`config.mk`:
```
export PLATFORM = sky130hd
export DESIGN_NAME = dffs_top
export DESIGN_NICKNAME = d
export VERILOG_FILES = /design/src/hdl/dffs_top.v /design/src/hdl/dffs_swap.v
export VERILOG_INCLUDE_DIRS = /design/src /design/src/hdl
export SDC_FILE = /design/constraint.sdc
export NUM_CORES = 2
export LEC_CHECK = 0
export BUFFER_PORTS_ARGS = -buffer_cell sky130_fd_sc_hd__buf_2
export CORE_MARGIN = 4
export CORE_UTILIZATION = 35
export DETAILED_ROUTE_END_ITERATION = 8
export GPL_TIMING_DRIVEN = 1
export PLACE_DENSITY_LB_ADDON = 0.25
export SLEW_MARGIN = 20
export SYNTH_ARGS = -nofsm -noshare
export SYNTH_HDL_FRONTEND = slang
export SYNTH_SLANG_ARGS = --single-unit
```
`constraint.sdc`:
```
create_clock -name core_clk_i -period 10.1 [get_ports core_clk_i]
set_clock_uncertainty 0.2 [all_clocks]
set_input_delay 1.515 -clock core_clk_i [delete_from_list [all_inputs] [get_ports core_clk_i]]
set_output_delay 1.515 -clock core_clk_i [all_outputs]
set_load 0.02 [all_outputs]
```
`src/hdl/dffs_regs.vh`:
```
`ifndef DFFS_REGS_VH
`define DFFS_REGS_VH
// =====================================================================
// Register offsets
`define DFFS_OFF_MSTOP   8'h00
`define DFFS_OFF_CTRL1   8'h04
`define DFFS_OFF_CTRL2   8'h08
`define DFFS_OFF_LUMA    8'h0c
`define DFFS_OFF_CHROMA  8'h10
`define DFFS_OFF_STRIDE  8'h14
`define DFFS_OFF_FORMAT  8'h18
`define DFFS_OFF_SWAP    8'h1c
`define DFFS_OFF_HSIZE   8'h20
`define DFFS_OFF_VSIZE   8'h24
`define DFFS_OFF_STATUS  8'h28
// =====================================================================
// Field positions
`define DFFS_STOP_BIT    0
`define DFFS_SRC_BIT     0
`define DFFS_DEST_BIT    0
`define DFFS_SYSIF_BIT   1
`define DFFS_ENABLE_BIT  2
`define DFFS_CVT_BIT     8
`define DFFS_SWAP_BYTE   0
`define DFFS_SWAP_WORD   1
`define DFFS_SWAP_LONG   2
// =====================================================================
// Packing format codes
`define DFFS_PKF_RGB888_32  5'h00
`define DFFS_PKF_RGB888_24  5'h02
`define DFFS_PKF_RGB565     5'h03
`define DFFS_PKF_YCBCR      5'h10
// =====================================================================
// Reset values
`define DFFS_RST_STOP    1'b1
`define DFFS_RST_WORD    32'h0000_0000
`endif

```
`src/hdl/dffs_top.v`:
```
// Local design decisions: the plain strobed port and the placing of the registers.
`timescale 1ns/10ps
// Notes on behaviour
// - After reset the module clock is stopped; block sits in standby.
// - Register writes other than to the stop register are ignored while in standby.
// - Pixel source selects memory or blending engine.
// - Output goes to main or sub display; sub is system-bus only.
// - Lines fetched per frame equal the vertical size.
// - Stride in bytes; bytes past image width are not displayed.
// - RGB uses one buffer; YCbCr uses luma and chroma buffers.
// - YCbCr to RGB uses BT.601, limited or full range.
// - Packing format 00010 selects 24-bit packed RGB888.
// - Mismatched formats pad low bits with zero or drop them.
// - RGB565 to RGB666 appends zero LSB to red and blue.
// - Byte, word, longword swaps enabled separately on read data.
// - Swap values 4, 7 and 6 suit the common RGB formats.
// - Fetch in raster order, restarting at base each frame.
`include "dffs_regs.vh"
module dffs_top (
  input  wire        core_clk_i,
  input  wire        rst_n_i,
  input  wire [7:0]  reg_addr_i,
  input  wire [31:0] reg_wdata_i,
  input  wire        reg_wr_i,
  input  wire        reg_rd_i,
  output reg  [31:0] reg_rdata_o,
  output reg         mem_req_o,
  output reg  [31:0] mem_addr_o,
  input  wire        mem_ack_i,
  input  wire [63:0] mem_rdata_i,
  input  wire        mem_rvalid_i,
  input  wire [23:0] blend_pix_i,
  input  wire        blend_valid_i,
  output reg  [23:0] pix_o,
  output reg         pix_valid_o,
  output reg         pix_sub_o,
  output reg         pix_sysif_o,
  output reg         frame_start_o
);
  // ===================================================================
  // Reset synchroniser
  reg rst_s1;
  reg rst_s2;
  always @(posedge core_clk_i or negedge rst_n_i) begin
    if (!rst_n_i) begin
      rst_s1 <= 1'b0;
      rst_s2 <= 1'b0;
    end else begin
      rst_s1 <= 1'b1;
      rst_s2 <= rst_s1;
    end
  end
  wire rst_n = rst_s2;

  // ===================================================================
  // Registers
  reg        stop;
  reg [31:0] ctrl1;
  reg [31:0] ctrl2;
  reg [31:0] luma_start_address;
  reg [31:0] chroma_start_address;
  reg [31:0] line_stride_register;
  reg [31:0] data_format_register;
  reg [2:0]  input_swap_register;
  reg [10:0] hsize;
  reg [10:0] vsize;
  reg [10:0] line_cnt;
  reg        busy;
  wire       wr_ok = reg_wr_i & (!stop | (reg_addr_i == `DFFS_OFF_MSTOP));

  // Register writes, stop register always writable
  always @(posedge core_clk_i or negedge rst_n) begin
    if (!rst_n) begin
      stop                 <= `DFFS_RST_STOP;
      ctrl1                <= `DFFS_RST_WORD;
      ctrl2                <= `DFFS_RST_WORD;
      luma_start_address   <= `DFFS_RST_WORD;
      chroma_start_address <= `DFFS_RST_WORD;
      line_stride_register <= `DFFS_RST_WORD;
      data_format_register <= `DFFS_RST_WORD;
      input_swap_register  <= 3'h0;
      hsize                <= 11'h000;
      vsize                <= 11'h000;
    end else if (wr_ok) begin
      if (reg_addr_i == `DFFS_OFF_MSTOP) begin
        stop <= reg_wdata_i[`DFFS_STOP_BIT];
      end else if (reg_addr_i == `DFFS_OFF_CTRL1) begin
        ctrl1 <= reg_wdata_i;
      end else if (reg_addr_i == `DFFS_OFF_CTRL2) begin
        ctrl2 <= reg_wdata_i;
      end else if (reg_addr_i == `DFFS_OFF_LUMA) begin
        luma_start_address <= {3'h0, reg_wdata_i[28:3], 3'h0};
      end else if (reg_addr_i == `DFFS_OFF_CHROMA) begin
        chroma_start_address <= {3'h0, reg_wdata_i[28:3], 3'h0};
      end else if (reg_addr_i == `DFFS_OFF_STRIDE) begin
        line_stride_register <= {19'h00000, reg_wdata_i[12:3], 3'h0};
      end else if (reg_addr_i == `DFFS_OFF_FORMAT) begin
        data_format_register <= reg_wdata_i;
      end else if (reg_addr_i == `DFFS_OFF_SWAP) begin
        input_swap_register <= reg_wdata_i[2:0];
      end else if (reg_addr_i == `DFFS_OFF_HSIZE) begin
        hsize <= {reg_wdata_i[10:3], 3'h0};
      end else if (reg_addr_i == `DFFS_OFF_VSIZE) begin
        vsize <= reg_wdata_i[10:0];
      end
    end
  end

  // Read data, one cycle after the strobe
  always @(posedge core_clk_i or negedge rst_n) begin
    if (!rst_n) begin
      reg_rdata_o <= 32'h0000_0000;
    end else if (reg_rd_i) begin
      if (reg_addr_i == `DFFS_OFF_MSTOP) begin
        reg_rdata_o <= {31'h0, stop};
      end else if (reg_addr_i == `DFFS_OFF_CTRL1) begin
        reg_rdata_o <= ctrl1;
      end else if (reg_addr_i == `DFFS_OFF_CTRL2) begin
        reg_rdata_o <= ctrl2;
      end else if (reg_addr_i == `DFFS_OFF_LUMA) begin
        reg_rdata_o <= luma_start_address;
      end else if (reg_addr_i == `DFFS_OFF_CHROMA) begin
        reg_rdata_o <= chroma_start_address;
      end else if (reg_addr_i == `DFFS_OFF_STRIDE) begin
        reg_rdata_o <= line_stride_register;
      end else if (reg_addr_i == `DFFS_OFF_FORMAT) begin
        reg_rdata_o <= data_format_register;
      end else if (reg_addr_i == `DFFS_OFF_SWAP) begin
        reg_rdata_o <= {29'h0, input_swap_register};
      end else if (reg_addr_i == `DFFS_OFF_HSIZE) begin
        reg_rdata_o <= {21'h0, hsize};
      end else if (reg_addr_i == `DFFS_OFF_VSIZE) begin
        reg_rdata_o <= {21'h0, vsize};
      end else if (reg_addr_i == `DFFS_OFF_STATUS) begin
        reg_rdata_o <= {20'h0, line_cnt, busy};
      end else begin
        reg_rdata_o <= 32'h0000_0000;
      end
    end else begin
      reg_rdata_o <= 32'h0000_0000;
    end
  end

  // ===================================================================
  // Mode decode
  wire       enable   = ctrl1[`DFFS_ENABLE_BIT] & !stop;
  wire       src_mem  = !ctrl2[`DFFS_SRC_BIT];
  wire [4:0] packing_format_field      = data_format_register[4:0];
  wire       is_ycc   = (packing_format_field == `DFFS_PKF_YCBCR);
  wire       is_24    = (packing_format_field == `DFFS_PKF_RGB888_24);
  wire       is_565   = (packing_format_field == `DFFS_PKF_RGB565);
  wire       full_rng = data_format_register[`DFFS_CVT_BIT];
  wire       panel_18 = ctrl1[3];
  wire       panel_16 = ctrl1[4];
  // Bytes per line actually holding pixels
  wire [12:0] line_bytes = is_565 ? {1'b0, hsize, 1'b0} :
                           is_24  ? ({2'b0, hsize} + {1'b0, hsize, 1'b0}) :
                           is_ycc ? {2'b0, hsize} : {hsize, 2'b0};

  // ===================================================================
  // Fetch sequencer: luma beat then chroma beat for YCbCr
  localparam ST_IDLE = 2'h0;
  localparam ST_REQ  = 2'h1;
  localparam ST_WAIT = 2'h2;
  reg [1:0]  state;
  reg [12:0] byte_off;
  reg        chroma_phase;
  reg [31:0] line_base;
  reg [31:0] cline_base;
  reg [63:0] luma_hold;

  always @(posedge core_clk_i or negedge rst_n) begin
    if (!rst_n) begin
      state         <= ST_IDLE;
      busy          <= 1'b0;
      mem_req_o     <= 1'b0;
      mem_addr_o    <= 32'h0000_0000;
      byte_off      <= 13'h0000;
      line_cnt      <= 11'h000;
      chroma_phase  <= 1'b0;
      line_base     <= 32'h0000_0000;
      cline_base    <= 32'h0000_0000;
      frame_start_o <= 1'b0;
    end else begin
      frame_start_o <= 1'b0;
      case (state)
        ST_IDLE: begin
          busy <= 1'b0;
          if (enable && src_mem && hsize != 11'h0 && vsize != 11'h0) begin
            line_base     <= luma_start_address;
            cline_base    <= chroma_start_address;
            byte_off      <= 13'h0000;
            line_cnt      <= 11'h000;
            chroma_phase  <= 1'b0;
            busy          <= 1'b1;
            frame_start_o <= 1'b1;
            state         <= ST_REQ;
          end
        end
        ST_REQ: begin
          mem_req_o  <= 1'b1;
          mem_addr_o <= (chroma_phase ? cline_base : line_base) +
                        {19'h0, byte_off};
          if (mem_req_o && mem_ack_i) begin
            mem_req_o <= 1'b0;
            state     <= ST_WAIT;
          end
        end
        ST_WAIT: begin
          if (mem_rvalid_i) begin
            if (is_ycc && !chroma_phase) begin
              chroma_phase <= 1'b1;
              state        <= ST_REQ;
            end else begin
              chroma_phase <= 1'b0;
              state        <= ST_REQ;
              if (byte_off + 13'h8 >= line_bytes) begin
                byte_off  <= 13'h0000;
                line_base <= line_base + line_stride_register;
                if (line_cnt[0] | !is_ycc) begin
                  cline_base <= cline_base + line_stride_register;
                end
                line_cnt <= line_cnt + 11'h1;
                if (line_cnt + 11'h1 == vsize) begin
                  state <= ST_IDLE;
                end
              end else begin
                byte_off <= byte_off + 13'h8;
              end
            end
          end
        end
        default: state <= ST_IDLE;
      endcase
    end
  end

  // ===================================================================
  // Swap then unpack first pixel of each beat
  wire [63:0] swapped;
  dffs_swap dffs_swap_inst (
    .din_i  (mem_rdata_i),
    .en_i   (input_swap_register),
    .dout_o (swapped)
  );

  always @(posedge core_clk_i or negedge rst_n) begin
    if (!rst_n) begin
      luma_hold <= 64'h0;
    end else if (state == ST_WAIT && mem_rvalid_i && !chroma_phase) begin
      luma_hold <= swapped;
    end
  end

  // BT.601 conversion, fixed point x256
  reg signed [19:0] yy;
  reg signed [19:0] cb;
  reg signed [19:0] cr;
  reg signed [19:0] rr;
  reg signed [19:0] gg;
  reg signed [19:0] bb;
  reg [23:0]        next_pix;
  reg [7:0]         r8;
  reg [7:0]         g8;
  reg [7:0]         b8;
  function [7:0] dffs_clip;
    input signed [19:0] v;
    begin
      if (v < 20'sh00000) dffs_clip = 8'h00;
      else if (v > 20'sh0ff00) dffs_clip = 8'hff;
      else dffs_clip = v[15:8];
    end
  endfunction

  always @* begin
    yy = {12'h0, luma_hold[63:56]};
    cb = {12'h0, swapped[63:56]} - 20'sh00080;
    cr = {12'h0, swapped[55:48]} - 20'sh00080;
    if (!full_rng) begin
      yy = (yy - 20'sh00010) * 20'sh0012a;
      rr = yy + cr * 20'sh00199;
      gg = yy - cb * 20'sh00064 - cr * 20'sh000d0;
      bb = yy + cb * 20'sh00204;
    end else begin
      yy = yy * 20'sh00100;
      rr = yy + cr * 20'sh00167;
      gg = yy - cb * 20'sh00058 - cr * 20'sh000b7;
      bb = yy + cb * 20'sh001c6;
    end
    if (is_ycc) begin
      r8 = dffs_clip(rr);
      g8 = dffs_clip(gg);
      b8 = dffs_clip(bb);
    end else if (is_565) begin
      r8 = {swapped[63:59], 3'h0};
      g8 = {swapped[58:53], 2'h0};
      b8 = {swapped[52:48], 3'h0};
    end else if (is_24) begin
      r8 = swapped[63:56];
      g8 = swapped[55:48];
      b8 = swapped[47:40];
    end else begin
      r8 = swapped[55:48];
      g8 = swapped[47:40];
      b8 = swapped[39:32];
    end
    // Panel width truncation: 666 keeps 6, 565 keeps 5/6/5
    if (panel_18) begin
      next_pix = {r8[7:2], 2'h0, g8[7:2], 2'h0, b8[7:2], 2'h0};
    end else if (panel_16) begin
      next_pix = {r8[7:3], 3'h0, g8[7:2], 2'h0, b8[7:3], 3'h0};
    end else begin
      next_pix = {r8, g8, b8};
    end
  end

  // Pixel output and destination
  always @(posedge core_clk_i or negedge rst_n) begin
    if (!rst_n) begin
      pix_o       <= 24'h000000;
      pix_valid_o <= 1'b0;
      pix_sub_o   <= 1'b0;
      pix_sysif_o <= 1'b0;
    end else begin
      pix_sub_o   <= ctrl1[`DFFS_DEST_BIT];
      pix_sysif_o <= ctrl1[`DFFS_DEST_BIT] | ctrl1[`DFFS_SYSIF_BIT];
      if (!src_mem) begin
        pix_valid_o <= blend_valid_i & enable;
        pix_o       <= blend_pix_i;
      end else begin
        pix_valid_o <= state == ST_WAIT && mem_rvalid_i &&
                       (chroma_phase || !is_ycc);
        pix_o       <= next_pix;
      end
    end
  end
endmodule // dffs_top

```
`src/hdl/dffs_swap.v`:
```
`timescale 1ns/10ps
// =====================================================================
// Byte, word and longword swap of one 64-bit memory beat
module dffs_swap (
  input  wire [63:0] din_i,
  input  wire [2:0]  en_i,
  output wire [63:0] dout_o
);
  wire [63:0] s_byte;
  wire [63:0] s_word;
  // Byte swap within each 16-bit word
  assign s_byte = en_i[0] ? {din_i[55:48], din_i[63:56], din_i[39:32],
                             din_i[47:40], din_i[23:16], din_i[31:24],
                             din_i[7:0],   din_i[15:8]} : din_i;
  // Word swap within each 32-bit longword
  assign s_word = en_i[1] ? {s_byte[47:32], s_byte[63:48],
                             s_byte[15:0],  s_byte[31:16]} : s_byte;
  // Longword swap
  assign dout_o = en_i[2] ? {s_word[31:0], s_word[63:32]} : s_word;
endmodule // dffs_swap

```
==> flow_summary_export.csv <==
group,metric,value,unit
global_route,grt_usage,22.4,%
synth,synth-seq-area-share,26.6,%
detailed_routing,met1Wirelength,49100,um
detailed_routing,dr_wl_met3,6910,um
cells_and_area,drive_gt1_share,14.4,%
sta,fmax,111,MHz
synth,synthFlopType,"dfrtp_1",
synth,ys_ff_latch,364,
synth,synth_common_cells,"ha_1, inv_1, dfrtp_1",
synth,avgSynthCellArea,9.46,um2
worst_setup_path,cpPeakStageDelay,550,ps
sta,setup_tns,0,ps
clocking,clock_latency,630,ps
global_route,antenna_found_initial,15,
floorplan,core_area,0.0970,mm2
synth,postSynthCellCount,3624,
clocking,cts_buffers,46,
synth,synth_area_leaders,"dfrtp_1, ha_1, fa_1",
min_path,min_path_type,"flip-flop to flip-flop",
clocking,post-cts-setup-buffers,0,
sta,maxSlewHeadroom,23.4,%
detailed_routing,first_iter_violations,1913,
job,max-cap-violations,0,
cells_and_area,multiInputGateArea,0.0232,mm2
worst_setup_path,r2r_end,"pix_o[22]$_DFF_PN0_",
detailed_routing,drt_first_pass_iters,9,
worst_setup_path,path_common_cell,"ha_1",
sta,setup_viol,0,
detailed_routing,wirelength,117000,um
cells_and_area,stdcell_count,5147,
synth,yosysWarnings,0,
sta,finalCritPeriodShare,89.1,%
synth,yosysMostFrequentCell,"ha_1",
clocking,ctsRootBufferMaster,"clkbuf_16",
min_path,holdPathEnd,"rst_n$_DFF_PN0_",
worst_setup_path,r2r_cells,29,
clocking,clock-sinks,364,
detailed_routing,met2_length,56200,um
synth,ys_types,100,
placed_design,placed_cells_incl_taps,5054,
global_route,grt-ovfl-total,0,
cells_and_area,final_util,39.9,%
cells_and_area,layout.nets,4530,
clocking,clk_transition_reported_paths,60,ps
worst_setup_path,endpoint_kind,"flip-flop",
synth,synth_top_area_share,26.5,%
global_route,grt_pass1_wl,177000,um
detailed_routing,postRouteAntennaNets,0,
placed_design,hpwl,91300,um
cells_and_area,syn2layout_area_growth,12.7,%
placed_design,place.gp.congestion,0.930,
floorplan,io_pins,228,
cells_and_area,fillers,9729,
clocking,cts_max_level,2,
min_path,min_path_cells,0,
worst_setup_path,start_kind,"flip-flop",
synth,async_reset_ff_share,100,%
synth,netlist_area,0.0343,mm2
detailed_routing,vias,28600,
cells_and_area,register_area,0.00912,mm2
sta,min_period,9000,ps
worst_setup_path,path_max_fanout,7,
sta,finalMaxSlewViolations,0,
global_route,grt_max_degree,75,
detailed_routing,post-route-drc-count,0,
synth,synth_edf_count,0,
worst_setup_path,critPathKind,"flip-flop to flip-flop",
sta,finalHoldViolCount,0,
worst_setup_path,crit_path_top_delay_cell,"fa_1",
sta,fin_hold_ws,147,ps
placed_design,numPortBuffers,224,
worst_setup_path,rr_startpoint,"luma_hold[60]$_DFFE_PN0P_",
floorplan,start_util,35.4,%
detailed_routing,wire_per_inst,22.8,um
worst_setup_path,r2r_slack,1100,ps
sta,rsz0062_at_grt,"false",
worst_setup_path,worstPathArrival,9360,ps
detailed_routing,viasPerCell,5.55,
floorplan,rows,114,
floorplan,die_area,0.103,mm2
run_status,outcome,"finished clean",
global_route,grt_pass1_vias,28500,
floorplan,die_x,321,um
worst_setup_path,required,10460,ps
clocking,tritoncts,"done",
clocking,ctsResizeCount,0,
detailed_routing,top_layer_used,"met5",
clocking,clockBufferDepth,3,
floorplan,die_y,321,um
synth,synth_top_area_cell,"dfrtp_1",
sta,tightest_slew,1140,ps
clocking,ctsHoldBuffers,0,
min_path,hp-start,"rst_s1$_DFF_PN0_",
[critical path, delay by kind of cell (launching register included)]
kind	cells	cell delay, ps
flops	1	480
xor+xnor	2	690
fa+ha+maj	9	3310
compound gates	9	2310
buf+inv	6	750
simple gates	3	1150
[worst max path at each step]
stage	from	to	slack, ps
floorplan	mem_rdata_i[6]	pix_o[9]$_DFF_PN0_	1440
global placement	mem_rdata_i[0]	pix_o[9]$_DFF_PN0_	940
detailed placement	mem_rdata_i[0]	pix_o[11]$_DFF_PN0_	880
CTS	luma_hold[60]$_DFFE_PN0P_	pix_o[22]$_DFF_PN0_	1130
global route	luma_hold[60]$_DFFE_PN0P_	pix_o[22]$_DFF_PN0_	740
finish	luma_hold[60]$_DFFE_PN0P_	pix_o[22]$_DFF_PN0_	1100
[per-layer routing]
layer | up-vias | GRT usage (%)
li1 | 13400 | -
met1 | 14100 | 28.4
met2 | 797 | 38.2
met3 | 232 | 3.70
met4 | 20 | 8.46
met5 | - | 0
[cells by family (layout without fill, tap and decap cells)]
family,Yosys count,count (layout),synth area share (%)
xor+xnor,187,187,4.82
simple gates,774,774,10.6
compound gates,913,913,17.7
fa+ha+maj,569,569,24.3
mux,289,289,10.2
flops,364,364,26.6
other cells,2,11,0.0219
buf+inv,526,764,5.85
[per-stage QoR]
| stage | setup slack (ps) | cell area [um2] |
|---|---|---|
| after global placement | 945 | 37000 |
| after detailed placement | 882 | 37000 |
| final | 1100 | 38700 |
| after CTS | 1130 | 38600 |
| after global routing | 744 | 38700 |
| after floorplan | 1440 | 34300 |
[area by class of cell]
class | count | area share (%)
timing repair buffer | 293 | 4.24
antenna | 7 | 0.0453
inverter | 385 | 3.74
clock buffer | 58 | 3.36
tap | 1276 | 4.13
clock inverter | 28 | 0.828
multi-input combinational | 2736 | 60.1
sequential | 364 | 23.6
[flip-flops by register name, summed over array words and instances, names as in the netlist, 24 cells and up]
signal,count
line_base,29
data_format_register,32
ctrl1,32
chroma_start_address,26
reg_rdata_o,32
mem_addr_o,29
cline_base,29
ctrl2,32
pix_o,24
luma_start_address,26
[placed cells by master (no fill, tap or decap), types with 32 or more instances in the layout]
cell type  Yosys  final
nor2_1       191    188
mux2i_1       51     51
mux2_1       108    108
o21ai_1       67     66
a21oi_1      217    217
nor3_1        56     56
nor2b_1       33     32
xnor2_1      122    122
buf_2          9    224
nand3_1       71     70
a21o_1        59     59
inv_1        376    376
a22oi_1       36     36
a31oi_1       42     42
o21ai_0      141    141
nand2_1      263    262
a211oi_1      34     34
mux2_2       101    101
and3_1        38     38
xor2_1        64     64
fa_1         160    160
ha_1         409    409
clkbuf_16      0     47
dfrtp_1      363    357
buf_4          4     69
Power is not shown: default switching activity piles up to over one toggle a cycle in this logic, so the estimate is an artifact.
